[src/pkg/pbw_consts.svh]
`ifndef PBW_CONSTS_SVH
`define PBW_CONSTS_SVH

// ********************************
// clock and timebase
// ********************************
`define PBW_CLK_PERIOD_NS    20
`define PBW_TICK_PERIOD_NS   1000000
`define PBW_TICK_CYCLES      (`PBW_TICK_PERIOD_NS / `PBW_CLK_PERIOD_NS)
`define PBW_TICK_W           16

// ********************************
// times in ms, one timebase tick per ms
// ********************************
`define PBW_TIME_W           12
`define PBW_DEBOUNCE_MS      12'd15
`define PBW_SLOW_STEP_MS     12'd250
`define PBW_FAST_STEP_MS     12'd50
`define PBW_FAST_AFTER_MS    12'd1000
`define PBW_IDLE_SAVE_MS     12'd2000
`define PBW_SHUTDOWN_MS      12'd2000
`define PBW_WAKE_SCAN_MS     12'd250
`define PBW_NV_WRITE_MS      12'd10

// ********************************
// tap positions and boot wait count
// ********************************
`define PBW_TOP_TAP          5'h1F
`define PBW_BOTTOM_TAP       5'h00
`define PBW_BOOT_WAIT        2'h3

`endif

[src/pkg/pbw_pkg.sv]
package pbw_pkg;

  // control sequencer states
  typedef enum logic [2:0] {
    PBW_RECALL,
    PBW_STANDBY,
    PBW_STEP,
    PBW_MULTI,
    PBW_SHUTDOWN,
    PBW_WAKE,
    PBW_STORE
  } pbw_state_type;

  // the three active-low button pins
  typedef struct packed {
    logic store_enable_n;
    logic down_button_n;
    logic up_button_n;
  } pbw_pins_type;

  // write request toward the non-volatile cell
  typedef struct packed {
    logic       strobe;
    logic [4:0] data;
  } pbw_nv_wr_type;

endpackage

[src/hw/pbw_input_filter.sv]
`timescale 1ns/1ps
`include "pbw_consts.svh"

// ********************************
// synchroniser and press timer for one button
// ********************************
module pbw_input_filter #(
  parameter int                CNT_W    = `PBW_TIME_W,
  parameter logic [CNT_W-1:0]  DB_TICKS = `PBW_DEBOUNCE_MS
) (
  // clock, reset and ms tick
  input  wire logic             clk_sys,
  input  wire logic             rst_n,
  input  wire logic             tick,
  // pin, active low
  input  wire logic             pin_n,
  // filtered view
  output logic                  pressed,
  output logic [CNT_W-1:0]      held_ms,
  output logic                  qualified,
  output logic                  settled_released
);

  logic             sync1;
  logic             sync2;
  logic             level;
  logic [CNT_W-1:0] cnt;

  // two flops before anything looks at the pin
  always_ff @(posedge clk_sys or negedge rst_n) begin
    if (!rst_n) begin
      sync1 <= 1'b1;
      sync2 <= 1'b1;
      level <= 1'b1;
    end else begin
      sync1 <= pin_n;
      sync2 <= sync1;
      level <= sync2;
    end
  end

  // ms since the last change of level; restarts on every bounce
  always_ff @(posedge clk_sys or negedge rst_n) begin
    if (!rst_n) begin
      cnt <= '0;
    end else if (sync2 != level) begin
      cnt <= '0;
    end else if (tick && (cnt != {CNT_W{1'b1}})) begin
      cnt <= cnt + 1'b1;
    end
  end

  assign pressed          = ~level;
  assign held_ms          = level ? '0 : cnt;
  assign qualified        = ~level && (cnt >= DB_TICKS);
  assign settled_released = level && (cnt >= DB_TICKS);

endmodule // pbw_input_filter

[src/hw/pbw_wiper_ctrl.sv]
// What this block does
// - ignore presses shorter than debounce window
// - slow scan steps every 250 ms
// - fast scan steps every 50 ms
// - slow first second, then fast scan
// - up increments, down decrements, one tap
// - position decoded to one-of-32 tap select
// - position saturates at both ends
// - multiple buttons: discard, except shutdown request
// - release of held button returns to standby
// - blank store recalls the top tap
// - store low: save after 2 s idle
// - recall stored position at power-up
// - manual mode: store low locks up/down
// - manual store on store press and release
// - store pressed during up/down: no save
// - inputs ignored during write cycle
// - both held 2 s enters shutdown
// - shutdown opens top, selects bottom tap
// - any button over 15 ms leaves shutdown, once all three are released
// - held 250 ms after wake starts scanning
`timescale 1ns/1ps
`include "pbw_consts.svh"

module pbw_wiper_ctrl #(
  parameter int TICK_CYCLES = `PBW_TICK_CYCLES
) (
  // clock and reset
  input  wire logic               clk_sys,
  input  wire logic               rst_n,
  // button pins
  input  wire pbw_pkg::pbw_pins_type pins,
  // non-volatile cell
  input  wire logic [4:0]         nv_recall_data,
  input  wire logic               nv_blank,
  output pbw_pkg::pbw_nv_wr_type  nv_wr,
  // resistor array control
  output logic [31:0]             tap_select,
  output logic                    top_terminal_connect,
  // status
  output logic [4:0]              wiper_position,
  output logic                    store_busy,
  output logic                    shutdown_active
);
  import pbw_pkg::*;

  localparam int TW = `PBW_TIME_W;

  // ********************************
  // timebase
  // ********************************
  logic [`PBW_TICK_W-1:0] tick_cnt;
  logic                   tick;

  // one free-running ms tick serves every timer in the block
  always_ff @(posedge clk_sys or negedge rst_n) begin
    if (!rst_n) begin
      tick_cnt <= '0;
      tick     <= 1'b0;
    end else if (tick_cnt == `PBW_TICK_W'(TICK_CYCLES - 1)) begin
      tick_cnt <= '0;
      tick     <= 1'b1;
    end else begin
      tick_cnt <= tick_cnt + 1'b1;
      tick     <= 1'b0;
    end
  end

  // ********************************
  // button filters: 0 up, 1 down, 2 store
  // ********************************
  logic [2:0]    pin_n;
  logic [2:0]    prs;
  logic [2:0]    qual;
  logic [2:0]    rel;
  logic [TW-1:0] held [3];

  assign pin_n = {pins.store_enable_n, pins.down_button_n,
                  pins.up_button_n};

  for (genvar g = 0; g < 3; g++) begin : g_filt
    pbw_input_filter #(
      .CNT_W    (TW),
      .DB_TICKS (`PBW_DEBOUNCE_MS)
    ) u_filt (
      .clk_sys          (clk_sys),
      .rst_n            (rst_n),
      .tick             (tick),
      .pin_n            (pin_n[g]),
      .pressed          (prs[g]),
      .held_ms          (held[g]),
      .qualified        (qual[g]),
      .settled_released (rel[g])
    );
  end

  // ********************************
  // state and flags
  // ********************************
  pbw_state_type state;
  pbw_state_type next_state;
  logic [1:0]    boot_cnt;
  logic [4:0]    position;
  logic [4:0]    hold_pos;
  logic          dir_up;
  logic          manual_mode;
  logic          dirty;
  logic          store_armed;
  logic          store_veto;
  logic          sd_ok;
  logic          sd_armed;
  logic [TW-1:0] step_tmr;
  logic [TW-1:0] idle_tmr;
  logic [TW-1:0] nv_tmr;
  logic          do_step;
  logic          step_up;
  logic          lock;
  logic          act_prs;
  logic [TW-1:0] act_held;
  logic [TW-1:0] interval;
  logic          start_auto;
  logic          start_manual;

  // the button that owns the current scan
  assign act_prs  = dir_up ? prs[0] : prs[1];
  assign act_held = dir_up ? held[0] : held[1];

  // slow scan for the first second of a hold, fast after
  assign interval = (act_held < `PBW_FAST_AFTER_MS) ?
                    `PBW_SLOW_STEP_MS :
                    `PBW_FAST_STEP_MS;

  // a store pin taken low after a high power-up locks the buttons
  // until it has stayed high for a full debounce window
  assign lock = manual_mode && !rel[2];

  assign start_auto = !manual_mode && prs[2] && dirty &&
                      (idle_tmr >= `PBW_IDLE_SAVE_MS);
  assign start_manual = manual_mode && store_armed && !prs[2]
                        && !store_veto;

  // ********************************
  // sequencer
  // ********************************
  // next state and single step requests
  always_comb begin
    next_state = state;
    do_step    = 1'b0;
    step_up    = dir_up;
    case (state)
      PBW_RECALL: begin
        if (boot_cnt == `PBW_BOOT_WAIT) begin
          next_state = PBW_STANDBY;
        end
      end
      PBW_STANDBY: begin
        if (start_auto || start_manual) begin
          next_state = PBW_STORE;
        end else if (prs[0] && prs[1]) begin
          next_state = PBW_MULTI;
        end else if (!lock && (qual[0] ^ qual[1])) begin
          do_step    = 1'b1;
          step_up    = qual[0];
          next_state = PBW_STEP;
        end
      end
      PBW_STEP: begin
        if (prs[0] && prs[1]) begin
          next_state = PBW_MULTI;
        end else if (!act_prs || lock) begin
          next_state = PBW_STANDBY;
        end else if (tick && (step_tmr >= interval - 1'b1)) begin
          do_step = 1'b1;
        end
      end
      PBW_MULTI: begin
        if (!prs[0] && !prs[1]) begin
          next_state = PBW_STANDBY;
        end else if (sd_ok && (held[0] >= `PBW_SHUTDOWN_MS) &&
                     (held[1] >= `PBW_SHUTDOWN_MS)) begin
          next_state = PBW_SHUTDOWN;
        end
      end
      PBW_SHUTDOWN: begin
        if (sd_armed && (|qual)) begin
          next_state = PBW_WAKE;
        end
      end
      PBW_WAKE: begin
        if (act_prs && (act_held >= `PBW_WAKE_SCAN_MS)) begin
          do_step    = 1'b1;
          next_state = PBW_STEP;
        end else if (!(|prs)) begin
          next_state = PBW_STANDBY;
        end
      end
      PBW_STORE: begin
        // every pin is ignored until the write cycle ends
        if (tick && (nv_tmr >= `PBW_NV_WRITE_MS - 1'b1)) begin
          next_state = PBW_STANDBY;
        end
      end
      default: next_state = PBW_RECALL;
    endcase
  end

  // state register
  always_ff @(posedge clk_sys or negedge rst_n) begin
    if (!rst_n) begin
      state <= PBW_RECALL;
    end else begin
      state <= next_state;
    end
  end

  // boot wait lets the synchronisers fill before pins are sampled
  always_ff @(posedge clk_sys or negedge rst_n) begin
    if (!rst_n) begin
      boot_cnt    <= '0;
      manual_mode <= 1'b0;
    end else if (state == PBW_RECALL) begin
      boot_cnt <= boot_cnt + 1'b1;
      if (boot_cnt == `PBW_BOOT_WAIT) begin
        manual_mode <= !prs[2]; // store pin high at power-up
      end
    end
  end

  // scan direction, taken when a scan starts or shutdown ends
  always_ff @(posedge clk_sys or negedge rst_n) begin
    if (!rst_n) begin
      dir_up <= 1'b0;
    end else if ((state == PBW_STANDBY) ||
                 (state == PBW_SHUTDOWN)) begin
      dir_up <= step_up & qual[0] | (state == PBW_SHUTDOWN) & qual[0];
    end
  end

  // ********************************
  // position counter and holding register
  // ********************************
  always_ff @(posedge clk_sys or negedge rst_n) begin
    if (!rst_n) begin
      position <= `PBW_TOP_TAP;
    end else if ((state == PBW_RECALL) &&
                 (boot_cnt == `PBW_BOOT_WAIT)) begin
      // an erased cell reads as the top tap
      position <= nv_blank ? `PBW_TOP_TAP : nv_recall_data;
    end else if (next_state == PBW_SHUTDOWN) begin
      position <= `PBW_BOTTOM_TAP;
    end else if ((state == PBW_SHUTDOWN) &&
                 (next_state == PBW_WAKE)) begin
      position <= hold_pos;
    end else if (do_step) begin
      if (step_up && (position != `PBW_TOP_TAP)) begin
        position <= position + 1'b1;
      end else if (!step_up && (position != `PBW_BOTTOM_TAP)) begin
        position <= position - 1'b1;
      end
    end
  end

  // keeps the tap held before shutdown, apart from the forced tap
  always_ff @(posedge clk_sys or negedge rst_n) begin
    if (!rst_n) begin
      hold_pos <= `PBW_TOP_TAP;
    end else if ((next_state == PBW_SHUTDOWN) &&
                 (state != PBW_SHUTDOWN)) begin
      hold_pos <= position;
    end
  end

  // ********************************
  // timers
  // ********************************
  // step spacing, restarted on every step and outside a scan
  always_ff @(posedge clk_sys or negedge rst_n) begin
    if (!rst_n) begin
      step_tmr <= '0;
    end else if (do_step || (state != PBW_STEP)) begin
      step_tmr <= '0;
    end else if (tick) begin
      step_tmr <= step_tmr + 1'b1;
    end
  end

  // idle time since up or down was last touched
  always_ff @(posedge clk_sys or negedge rst_n) begin
    if (!rst_n) begin
      idle_tmr <= '0;
    end else if (prs[0] || prs[1]) begin
      idle_tmr <= '0;
    end else if (tick && (idle_tmr < `PBW_IDLE_SAVE_MS)) begin
      idle_tmr <= idle_tmr + 1'b1;
    end
  end

  // length of the write cycle
  always_ff @(posedge clk_sys or negedge rst_n) begin
    if (!rst_n) begin
      nv_tmr <= '0;
    end else if (state != PBW_STORE) begin
      nv_tmr <= '0;
    end else if (tick) begin
      nv_tmr <= nv_tmr + 1'b1;
    end
  end

  // ********************************
  // store bookkeeping
  // ********************************
  // only a wiper with a step request since the last store is saved by the idle store, so idle does not wear the cell
  always_ff @(posedge clk_sys or negedge rst_n) begin
    if (!rst_n) begin
      dirty <= 1'b0;
    end else if (next_state == PBW_STORE) begin
      dirty <= 1'b0;
    end else if (do_step) begin
      dirty <= 1'b1;
    end
  end

  // a store press overlapping up or down is vetoed until released
  always_ff @(posedge clk_sys or negedge rst_n) begin
    if (!rst_n) begin
      store_veto <= 1'b0;
    end else if (!prs[2]) begin
      store_veto <= 1'b0;
    end else if (prs[0] || prs[1]) begin
      store_veto <= 1'b1;
    end
  end

  // manual store armed by a qualified press, fired on release
  always_ff @(posedge clk_sys or negedge rst_n) begin
    if (!rst_n) begin
      store_armed <= 1'b0;
    end else if ((state == PBW_STORE) || (state == PBW_SHUTDOWN) ||
                 (state == PBW_WAKE) || store_veto) begin
      store_armed <= 1'b0;
    end else if (start_manual && (state == PBW_STANDBY)) begin
      store_armed <= 1'b0;
    end else if (manual_mode && qual[2]) begin
      store_armed <= 1'b1;
    end
  end

  // ********************************
  // shutdown qualification
  // ********************************
  // both presses must begin inside one debounce window
  always_ff @(posedge clk_sys or negedge rst_n) begin
    if (!rst_n) begin
      sd_ok <= 1'b0;
    end else if (!prs[0] || !prs[1]) begin
      sd_ok <= 1'b0;
    end else if (state != PBW_MULTI) begin
      sd_ok <= (held[0] <= `PBW_DEBOUNCE_MS) &&
               (held[1] <= `PBW_DEBOUNCE_MS);
    end
  end

  // wake only counts after all three buttons, store included, are let go
  always_ff @(posedge clk_sys or negedge rst_n) begin
    if (!rst_n) begin
      sd_armed <= 1'b0;
    end else if (state != PBW_SHUTDOWN) begin
      sd_armed <= 1'b0;
    end else if (!(|prs)) begin
      sd_armed <= 1'b1;
    end
  end

  // ********************************
  // outputs
  // ********************************
  // decode and array control, registered
  always_ff @(posedge clk_sys or negedge rst_n) begin
    if (!rst_n) begin
      tap_select           <= 32'h0;
      top_terminal_connect <= 1'b0;
      shutdown_active      <= 1'b0;
      wiper_position       <= `PBW_TOP_TAP;
    end else begin
      tap_select           <= 32'h1 << position;
      top_terminal_connect <= (state != PBW_SHUTDOWN);
      shutdown_active      <= (state == PBW_SHUTDOWN);
      wiper_position       <= position;
    end
  end

  // one-cycle write strobe as the write cycle opens
  always_ff @(posedge clk_sys or negedge rst_n) begin
    if (!rst_n) begin
      nv_wr      <= '0;
      store_busy <= 1'b0;
    end else begin
      nv_wr.strobe <= (next_state == PBW_STORE) &&
                      (state != PBW_STORE);
      nv_wr.data   <= position;
      store_busy   <= (next_state == PBW_STORE);
    end
  end

endmodule // pbw_wiper_ctrl

[config.mk]
export PLATFORM = sky130hd
export DESIGN_NAME = pbw_wiper_ctrl
export DESIGN_NICKNAME = d
export VERILOG_FILES = /design/src/pkg/pbw_pkg.sv /design/src/hw/pbw_input_filter.sv /design/src/hw/pbw_wiper_ctrl.sv
export VERILOG_INCLUDE_DIRS = /design/src /design/src/pkg
export SDC_FILE = /design/constraint.sdc
export NUM_CORES = 1
export LEC_CHECK = 0
export BUFFER_PORTS_ARGS = -buffer_cell sky130_fd_sc_hd__clkbuf_2
export CAP_MARGIN = 20
export CORE_UTILIZATION = 55
export CTS_CLUSTER_SIZE = 16
export DETAILED_ROUTE_END_ITERATION = 10
export PLACE_DENSITY = 0.73
export SLEW_MARGIN = 20
export SYNTH_ARGS = -nofsm -noshare
export SYNTH_HDL_FRONTEND = slang
export SYNTH_SLANG_ARGS = --single-unit
[constraint.sdc]
create_clock -name clk_sys -period 4.8 [get_ports clk_sys]
set_input_delay 0.96 -clock clk_sys [delete_from_list [all_inputs] [get_ports clk_sys]]
set_output_delay 0.96 -clock clk_sys [all_outputs]
set_load 0.005 [all_outputs]
== Word level (Yosys, flattened, before mapping) ==
Cells that the tools add are included.
Word-level totals
  register bits: 166
  input port bits: 11
Operators by class
  add/sub/neg operators: 11
  order comparisons: 13
  eq/ne operators: 23
  shifts and indexed selects: 1
  multiplexer cells: 62
  bitwise logic cells: 7
  reductions and logical operators: 66
Operators with widths (count)
  12-bit two-way mux: 15
  12-bit by 1-bit adder with 12-bit output (second input constant): 6
  12-bit by 4-bit greater-or-equal comparator with 1-bit output (second input constant): 4
  12-bit by 11-bit greater-or-equal comparator with 1-bit output (second input constant): 3
  3-bit two-way mux: 12
  12-bit != test (second input constant): 3
  5-bit two-way mux: 7
  1-bit logical AND: 33
  1-bit by 5-bit << shifter with 32-bit output (first input constant): 1
  12-bit by 4-bit less-or-equal comparator with 1-bit output (second input constant): 2
  1-bit two-way mux: 24
  3-bit one-hot mux with 7 select lines: 1
  3-bit == test (second input constant): 6
  2-bit nonzero test: 9
  16-bit by 1-bit adder with 16-bit output (second input constant): 1
  16-bit == test (second input constant): 1
  16-bit two-way mux: 1
  12-bit greater-or-equal comparator: 1
  12-bit by 8-bit greater-or-equal comparator with 1-bit output (second input constant): 1
  12-bit by 10-bit less-than comparator with 1-bit output (second input constant): 1
  12-bit by 11-bit less-than comparator with 1-bit output (second input constant): 1
  5-bit nonzero test: 2
  1-bit logical OR: 9
  8-bit by 1-bit subtractor with 9-bit output (second input constant): 1
  23 further kinds: 38

== Longest topological paths before layout ==
Gate-level depths: netlist of the first run.
  depth after elaboration: 18
  gate-level depth with buffers: 18
  depth with buffers taken out: 18

== Cells and area by module ==
From an unflattened synthesis of the first run, not the netlist that was laid out.
Unflattened totals
  cells, all modules: 826
  area, all modules: 8234.1 µm²
By module, submodules not included
  pbw_wiper_ctrl: instances 1, cells each 553, area each 5647.9 µm²
  pbw_input_filter: instances 3, cells each 91, area each 862.1 µm²

== Least setup slack after synthesis of the first run ==
OpenSTA, ideal clock, no wires.
  kind: flip-flop to flip-flop
  from: register g_filt[0].u_filt.cnt[0]
  to: register position[4]
  library setup time: 0.092 ns
  arrival: 3.468 ns
  setup slack: 1.240 ns
  stages on the path, launching flop included: 18
  buffers on the path: 0
  clock period less this slack: 3.560 ns
  cell sequence: dfrtp_1 -> ha_1 -> nand3_1 -> a41oi_4 -> clkinv_4 -> ha_1 -> nand3b_2 -> nor3_4 -> mux2i_1 -> or2_2 -> ha_1 -> nor2b_1 -> o21ai_0 -> nand2b_1 -> or3_1 -> a21oi_1 -> o32a_1 -> a21oi_1
On the way
  cells in the longest elaborated chain, start to end: 14
  elaborated cells between the ends (all ways): 52
  those cells by class: add/sub (1); order compare (5); eq/ne (2); mux (28); bitwise (1); reduce/logical (15)
RTL lines
  start, declared: line pbw_input_filter.sv:27  | logic [CNT_W-1:0] cnt;
  start signal, assigned: line pbw_input_filter.sv:49  | cnt <= cnt + 1'b1;
  parallel branches: the longest is 14 deep, another holds 12-bit by 10-bit less-than comparator with 1-bit output
  end signal, assigned: line pbw_wiper_ctrl.sv:250  | position <= `PBW_BOTTOM_TAP;
  end signal, assigned: line pbw_wiper_ctrl.sv:253  | position <= hold_pos;
  end signal, assigned: line pbw_wiper_ctrl.sv:256  | position <= position + 1'b1;
  end, declared: line pbw_wiper_ctrl.sv:103  | logic [4:0] position;
Several ways; the timed one is not identified. The select of a mux whose other input is x is not followed.
A chain may end at the register's enable or synchronous reset.

== Final worst setup path of the first run ==
  from: register g_filt[0].u_filt.cnt[1]
  to: register position[4]
Same word-level chain as after synthesis.

==> flow_summary.ini, run 1 <==
[outcome]
outcome = finished clean

[global_route]
grtUsageMet3_pct = 6.13
use_met1_pct = 31.2
grt_pass1_wl_mm = 28.0
grt_overflow_total = 0
grt_pass1_vias = 5866
antenna_found_initial = 0
grt_max_degree = 88
busiest_layer = met2
grt_usage_pct = 24.1
grt_use_met2_pct = 38.9

[clock_network]
post_cts_buffers = 0
postCtsHoldBufs = 0
cts_buffer_depth = 2
numCtsBuffers = 17
clk_pin_slew_worst_paths_ns = 0.06
cts_tree = yes
cts_resized = 0
h-tree-depth = 4
insertion_delay_ns = 0.42
cts-root-buf = clkbuf_16
clkSinkCount = 166

[sta]
slew_headroom_pct = 34.8
drv_slew = 0
min_period_ns = 3.92
tns_ns = 0
max_freq_ghz = 0.255
fin_crit_sh_pct = 81.7
worst_pin_slew_ns = 0.975
layout_setup_ws_ns = 0.880
clock_skew_ns = 0.00764
setup_viol = 0
rsz0062_at_grt = no
hold_violations = 0

[critical_path]
cp-end-kind = register
worstPathRequired_ns = 5.14
reg2reg_from = g_filt[0].u_filt.cnt[1]
path_class = reg -> reg
arrival_ns = 4.26
cp_max_fo = 6
startpoint_type = register
startpoint = g_filt[0].u_filt.cnt[1]

[floorplan]
ioPinCount = 57
die_h_um = 122
die_area_sq_um = 15000
initial_core_util_pct = 56.9
placementRows = 43
die_w_um = 122
coreArea_sq_um = 14000

[final_layout]
area_delta_synth_final_pct = 13.0
diodes = 0
fin_area_sq_um = 9000
drive_above_1_share_pct = 17.4
layoutNonFillerInstCount = 1027
final_nets = 866

[detailed_routing]
drtAntennaViolNets = 0
first_pass_iters = 5
drt_iter0_drc = 397
wl_per_cell_um = 16.1
wl_mm = 16.5
route.detailed.drc = 0
via_count = 5860
via_per_inst = 5.71

[logic_synthesis]
synthFlopType = dfrtp_1
syn_inst = 780
netlist_area_sq_um = 7960
yosys_warnings = 0
synth-edff-count = 0
seq_area_frac_synth_pct = 52.6
ys_ff_latch = 166
async_flop_share_pct = 100
synth_fp_nets = 812
ys_types = 77
syn_avg_cell_area_sq_um = 10.2

[placement]
hpwlAfterDp_mm = 11.3
gp_congestion = 0.844
dp_cells = 995
place_ws_ns = 0.920
portBuffers = 56
dpl_cell_area_sq_um = 8380

[hold_path]
min_from = g_filt[1].u_filt.sync1
min_path_type = reg -> reg

[pwr]
cellLeakagePower_uw = 0.00403
ir_drop_mv = 0.379
p_total_uw = 3640
powerDensity_nw_per_um2 = 405

[run]
maxCapViolCount = 0
-- sequential cells by signal, summed over array words and instances (netlist names), 2 cells and up --
register / count
g_filt.u_filt.sync2: 3
step_tmr: 12
boot_cnt: 2
wiper_position: 5
g_filt.u_filt.cnt: 36
g_filt.u_filt.level: 3
idle_tmr: 12
nv_tmr: 12
tick_cnt: 16
hold_pos: 5
nv_wr: 6
g_filt.u_filt.sync1: 3
position: 5
tap_select: 32
state: 3
-- cell usage in the layout, fill, tap and decap left out, types with 4 or more instances in the layout --
cell type,netlist,layout
nor2_1,150,150
dfrtp_1,142,142
nand2_1,64,64
clkbuf_2,0,55
xor2_1,40,40
nand3_1,30,30
xnor2_1,30,30
a21oi_1,27,27
inv_1,26,26
o21ai_0,24,24
dfstp_2,24,24
ha_1,20,20
or3_1,18,18
clkbuf_16,0,17
nand4_1,15,15
and3_1,13,13
mux2i_1,10,10
nor3_1,10,10
nand2b_1,9,9
nor4_1,8,8
nor2b_1,7,7
a31oi_1,6,6
nor3b_1,4,4
o32a_1,4,4
nand3b_1,4,4
mux2_2,4,4
-- synth_stat cells (all sizes together), types with 19 or more instances --
cell	instances	area [sq um]
nor2	150	563
dfrtp	142	3550
nand2	65	246
xor2	40	350
nand3	30	150
xnor2	30	263
a21oi	27	135
inv	27	101
dfstp	24	631
o21ai	24	120
ha	20	250
or3	19	124
-- report_power, final --
part / internal (uW) / switching, uW / leakage [uW]
Sequential: 1550 / 121 / 0.00218
Combinational: 221 / 336 / 0.00155
Clock: 864 / 552 / 0.000298
-- worst paths after layout --
kind	end	slack (ns)	depth (start not counted)
max	position[4]	0.88	17
min	g_filt[1].u_filt.sync2	0.36	0
max reg2reg	position[4]	0.88	17
min reg2reg	g_filt[1].u_filt.sync2	0.36	0
max in group asynchronous	g_filt[2].u_filt.level	3.31	2
min in group asynchronous	tick_cnt[7]	0.53	1
-- metrics by stage --
stage	hold slack (ns)	util, %
floorplan	0.345	-
global placement	0.348	59.9
detailed placement	0.350	59.9
CTS	0.357	64.3
global route	0.364	64.3
finish	0.356	64.3
-- final cells by class --
class                   instances  area, sq um
clock buffers                  22          474
flip-flops and latches        166         4180
clock inverters                10          141
repair buffers                 59          322
inverters                      28          110
fillers                      1132         4990
well taps                     180          225
multi-input cells             562         3540
-- logic make-up after synthesis --
logic type                 synth area share (%)
xor gates and xnor gates                   7.70
AOI/OAI and AO/OA                          9.62
buffers and inverters                      2.94
muxes                                      1.82
DFF                                        52.6
and+or+nand+nor                            22.0
adders and majority gates                  3.40
-- critical path, stage by stage (launching register included) --
cell and delay (ns):
dfrtp_1 0.39, ha_1 0.19, nand3_1 0.15, a41oi_4 0.35
clkinv_4 0.12, ha_1 0.32, nand3b_2 0.16, nor3_4 0.34
mux2i_1 0.12, or2_2 0.33, ha_1 0.33, nor2b_1 0.14
o21ai_0 0.15, nand2b_1 0.08, or3_1 0.30, a21oi_1 0.14
o32a_1 0.17, a21oi_1 0.06
-- metal layers --
metal / routed length (um) / vias to the layer above / share of wire [%]
met2: 8210 / 147 / 50
li1: - / 2775 / -
met1: 7280 / 2911 / 44
met3: 700 / 27 / 4.2
met5: 0 / - / 0
met4: 335 / 0 / 2.0
Power figures use the tool's default switching activity.
==> inputs of run 2 (changes only) <==
clock period = 3.9 ns   (was 4.8 ns; I/O delays follow)
==> run 2 against run 1 <==
Flip-flop and latch count unchanged. Critical path depth shrank 5. Via count rose by 0.19%. Total power is 27% higher. Sequential share of layout area is 0.69 points lower. First-iteration DRC count increased by 15%. Cell area up 1.5%. Register-to-register slack worse by 0.73 ns. Combinational power up 24%. Critical endpoint is now position[0].
==> flow_summary.ini, run 2 (same netlist as run 1, synthesis figures left out) <==
[detailed_routing]
drtAntennaViolNets = 0
via_count = 5871
wl_mm = 16.3
first_pass_iters = 5
route.detailed.drc = 0
wl_per_cell_um = 15.7
via_per_inst = 5.66
drt_iter0_drc = 455

[final_layout]
seq_area_sq_um = 4180
diodes = 0
final_cell_mix = nor2_1, dfrtp_1, nand2_1
mostFrequentLayoutCell = nor2_1
area_delta_synth_final_pct = 14.7
drive_above_1_share_pct = 18.4
top_regs = g_filt.u_filt.cnt: 36 flops, tap_select: 32 flops, tick_cnt: 16 flops
fin_area_sq_um = 9130
n_fill_cell = 1097
largest_reg_flops = 36
largest_register = g_filt.u_filt.cnt
multi_input_area_sq_um = 3550
layoutNonFillerInstCount = 1038
final_nets = 877

[clock_network]
cts_tree = yes
clkSinkCount = 166
cts-root-buf = clkbuf_16
numCtsBuffers = 17
h-tree-depth = 4
insertion_delay_ns = 0.43
cts_buffer_depth = 2
clk_pin_slew_worst_paths_ns = 0.06

[global_route]
grt_pass1_wl_mm = 27.4
grt_pass1_vias = 5645
grt_overflow_total = 0
grt_max_degree = 105
grt_usage_pct = 23.6
antenna_found_initial = 0

[critical_path]
arrival_ns = 4.10
path_class = reg -> reg
startpoint_type = register
cp-end-kind = register
worstPathRequired_ns = 4.25
cp_max_fo = 7
r2r_slack_ns = 0.15

[sta]
drv_slew = 0
layout_setup_ws_ns = 0.147
rsz0062_at_grt = no
fin_crit_sh_pct = 96.2
setup_viol = 0
worst_pin_slew_ns = 0.936
tns_ns = 0
clock_skew_ns = 0.00618
hold_violations = 0
slew_headroom_pct = 37.6
min_period_ns = 3.75
max_freq_ghz = 0.266

[floorplan]
coreArea_sq_um = 14000
die_area_sq_um = 15000
die_h_um = 122
initial_core_util_pct = 56.9
placementRows = 43
die_w_um = 122
ioPinCount = 57

[pwr]
ir_drop_mv = 0.351
cellLeakagePower_uw = 0.00410
powerDensity_nw_per_um2 = 507

[outcome]
outcome = finished clean

[hold_path]
min_path_type = reg -> reg

[placement]
portBuffers = 56
gp_congestion = 0.920
dp_cells = 1005
place_ws_ns = 0.101
dpl_cell_area_sq_um = 8460
hpwlAfterDp_mm = 11.3

[run]
maxCapViolCount = 0
## run 2: cell count changes in the layout (fill, tap and decap cells not counted)
cell / delta
clkinv_4: +2
nand3_1: -1
buf_4: +11
clkbuf_8: -3
nand3_2: +1
clkbuf_1: +1
inv_6: -2
bufinv_16: +3
clkinv_2: -1
## run 2: final timing paths
kind	from	to	depth (start not counted)
min in group asynchronous	rst_n	tick_cnt[15]	1
worst max register to register	dir_up	position[0]	12
worst max-delay path	dir_up	position[0]	12
worst min register to register	g_filt[2].u_filt.sync1	g_filt[2].u_filt.sync2	0
max in group asynchronous	rst_n	g_filt[1].u_filt.sync1	2
worst min-delay path	g_filt[2].u_filt.sync1	g_filt[2].u_filt.sync2	0
## run 2: power by group
group | internal [uW] | switching, uW
combinational | 282 | 410
clock | 1200 | 680
sequential | 1910 | 151
total | 3390 | 1240
## run 2: area by class of cell
class / count / share of cell area (%)
Inverter: 28 / 1.21
Sequential cell: 166 / 45.8
Clock inverter: 12 / 2.48
Clock buffer: 20 / 4.78
Multi-Input combinational cell: 562 / 38.8
Tap cell: 180 / 2.47
Timing Repair Buffer: 70 / 4.42
## run 2: repair_timing
action / 4_1_cts / 5_1_grt
hold buffers: 0 / 0
setup endpoints to repair: 0 / 2
buffers inserted: 0 / 1
resized for setup: 0 / 1
## run 2: worst max-delay path: stages (launching register included)
cell	delay, ns
dfrtp_1	0.45
nor2b_1	0.36
a32oi_1	0.19
o41ai_1	0.71
buf_4	0.25
ha_1	0.22
a21boi_0	0.13
o311a_1	0.31
o311a_1	0.32
nor3_2	0.23
o31a_1	0.30
a21oi_1	0.07
o22ai_1	0.13
## run 2: per-stage QoR
| step | utilization [%] | power, uW | hold slack (ns) |
|---|---|---|---|
| floorplan | - | 2510 | 0.345 |
| global placement | 60.5 | 2750 | 0.347 |
| detailed placement | 60.5 | 2780 | 0.347 |
| CTS | 65.2 | 4670 | 0.356 |
| global route | 65.3 | 4850 | 0.359 |
| finish | 65.3 | 4630 | 0.355 |
## run 2: layer usage
| metal | global-route usage, % | part of all wire [%] |
|---|---|---|
| met2 | 38.6 | 49 |
| met4 | 7.77 | 1.6 |
| met3 | 4.69 | 4.2 |
| met5 | 0 | 0 |
| met1 | 31.6 | 46 |
==> inputs of run 3 (changes only) <==
PLACE_DENSITY = 0.75   (was 0.73)
==> run 3 against run 2 <==
Cell count up 0.19%. Worst setup slack better by 0.15 ns. Highest routed layer unchanged. Via count grew 1.4%. Combinational power rose by 2%. Maximum frequency grew 4.0%. Clock skew up 0.0049 ns. Clock power hardly changed. Cell area rose by 0.12%. Largest power group unchanged. Global-route usage grew 0.55 points. Register-to-register slack improved by 0.15 ns. Utilization up 0.081 points.
==> flow_summary.ini, run 3 (same netlist as run 1, synthesis figures left out) <==
[sta]
rsz0062_at_grt = no
worst_pin_slew_ns = 0.871
drv_slew = 0
tns_ns = 0
max_freq_ghz = 0.277
min_period_ns = 3.61
hold_violations = 0
setup_viol = 0
slew_headroom_pct = 41.7
fin_crit_sh_pct = 92.5
clock_skew_ns = 0.0110

[run]
maxCapViolCount = 0

[global_route]
grt_usage_pct = 24.2
grt_pass1_vias = 6189
grt_overflow_total = 0
antenna_found_initial = 0
grt_pass1_wl_mm = 28.3
grt_max_degree = 89

[detailed_routing]
via_count = 5953
route.detailed.drc = 0
first_pass_iters = 5
wl_per_cell_um = 16.3
wl_mm = 16.9
drt_iter0_drc = 479
drtAntennaViolNets = 0
via_per_inst = 5.72

[pwr]
cellLeakagePower_uw = 0.00413
ir_drop_mv = 0.326
powerDensity_nw_per_um2 = 503

[critical_path]
cp_max_fo = 4
cp_common_cell = a21oi_1
path_class = reg -> reg
worstPathRequired_ns = 4.25
critPathSlowestCell = dfrtp_1
cp-end-kind = register
startpoint_type = register
cp_slowest_stage_delay_ns = 0.39
path_cells = ha_2 > nand3_2 > a41oi_4 > clkinv_4 > ha_4 > nand3b_4 > nor3_4 > mux2i_1 > or2_2 > ha_1 > nor2b_1 > o21ai_0 > nand2b_1 > or3_1 > a21oi_1 > o32a_1 > a21oi_1
arrival_ns = 3.96

[clock_network]
cts_tree = yes
cts_buffer_depth = 2
numCtsBuffers = 17
h-tree-depth = 4
clkSinkCount = 166
insertion_delay_ns = 0.44
clk_pin_slew_worst_paths_ns = 0.07
cts-root-buf = clkbuf_16

[floorplan]
die_w_um = 122
die_area_sq_um = 15000
coreArea_sq_um = 14000
ioPinCount = 57
placementRows = 43
initial_core_util_pct = 56.9
die_h_um = 122

[placement]
gp_congestion = 0.861
portBuffers = 56
hpwlAfterDp_mm = 11.6
dpl_cell_area_sq_um = 8450

[final_layout]
drive_above_1_share_pct = 19.2
mostFrequentLayoutCell = nor2_1
largest_register = g_filt.u_filt.cnt
final_nets = 879
fin_area_sq_um = 9150
diodes = 0
final_cell_mix = nor2_1, dfrtp_1, nand2_1
top_regs = g_filt.u_filt.cnt: 36 flops, tap_select: 32 flops, tick_cnt: 16 flops
n_fill_cell = 1066
area_delta_synth_final_pct = 14.9
largest_reg_flops = 36

[outcome]
outcome = finished clean

[hold_path]
min_path_type = reg -> reg
run 3: repair_timing:
item                                    4_1_cts  5_1_grt
hold buffers                                  0        0
buffers inserted                              0        3
endpoints found under the setup margin        0        2
resized for setup                             0        4
run 3: worst paths after layout:
check,endpoint,slack (ns),start,cells past startpoint
max,position[4],0.29,g_filt[0].u_filt.cnt[0],17
min,g_filt[1].u_filt.sync2,0.36,g_filt[1].u_filt.sync1,0
max reg2reg,position[4],0.29,g_filt[0].u_filt.cnt[0],17
min reg2reg,g_filt[1].u_filt.sync2,0.36,g_filt[1].u_filt.sync1,0
max in group asynchronous,hold_pos[3],2.57,rst_n,2
min in group asynchronous,tick_cnt[12],0.38,rst_n,1
run 3: layout make-up:
class	instances	area, sq um	share of cell area [%]
well taps	180	225	2.46
multi-input cells	562	3570	39.0
flip-flops and latches	166	4180	45.8
clock buffers	18	439	4.80
clock inverters	14	209	2.28
repair buffers	72	407	4.45
inverters	28	110	1.20
run 3: report_power, final:
part	internal (uW)	switching (uW)	total (uW)	leakage (uW)
Sequential	1900	149	2050	0.00218
Combinational	281	421	703	0.00163
Clock	1110	738	1850	0.000315
run 3: worst max-delay path: cells and delay by family (launching register included):
family                     cells  cell delay (ns)
and+or+nand+nor                7             1.31
adders and majority gates      3             0.83
muxes                          1             0.10
buffers and inverters          1             0.12
AOI/OAI and AO/OA              5             0.78
DFF                            1             0.39
run 3: through the flow:
step | power, uW | setup slack (ns) | hold slack (ns) | utilization, % | instances
after global placement | 2740 | 0.272 | 0.347 | 60.4 | 1005
after detailed placement | 2770 | 0.158 | 0.347 | 60.4 | 1005
after global routing | 4800 | 0.0404 | 0.364 | 65.4 | 1040
final | 4600 | 0.292 | 0.355 | 65.4 | 1040
after floorplan | 2510 | 0.340 | 0.345 | - | 780
after CTS | 4620 | 0.124 | 0.356 | 65.0 | 1037
run 3: routing by layer:
layer  GRT usage [%]  up-vias  part of all wire [%]
met5               0        -                     0
met2            42.1      144                    51
met4            10.1        0                   2.0
met3            5.16       33                   3.6
li1                -     2799                     -
met1            28.9     2977                    43
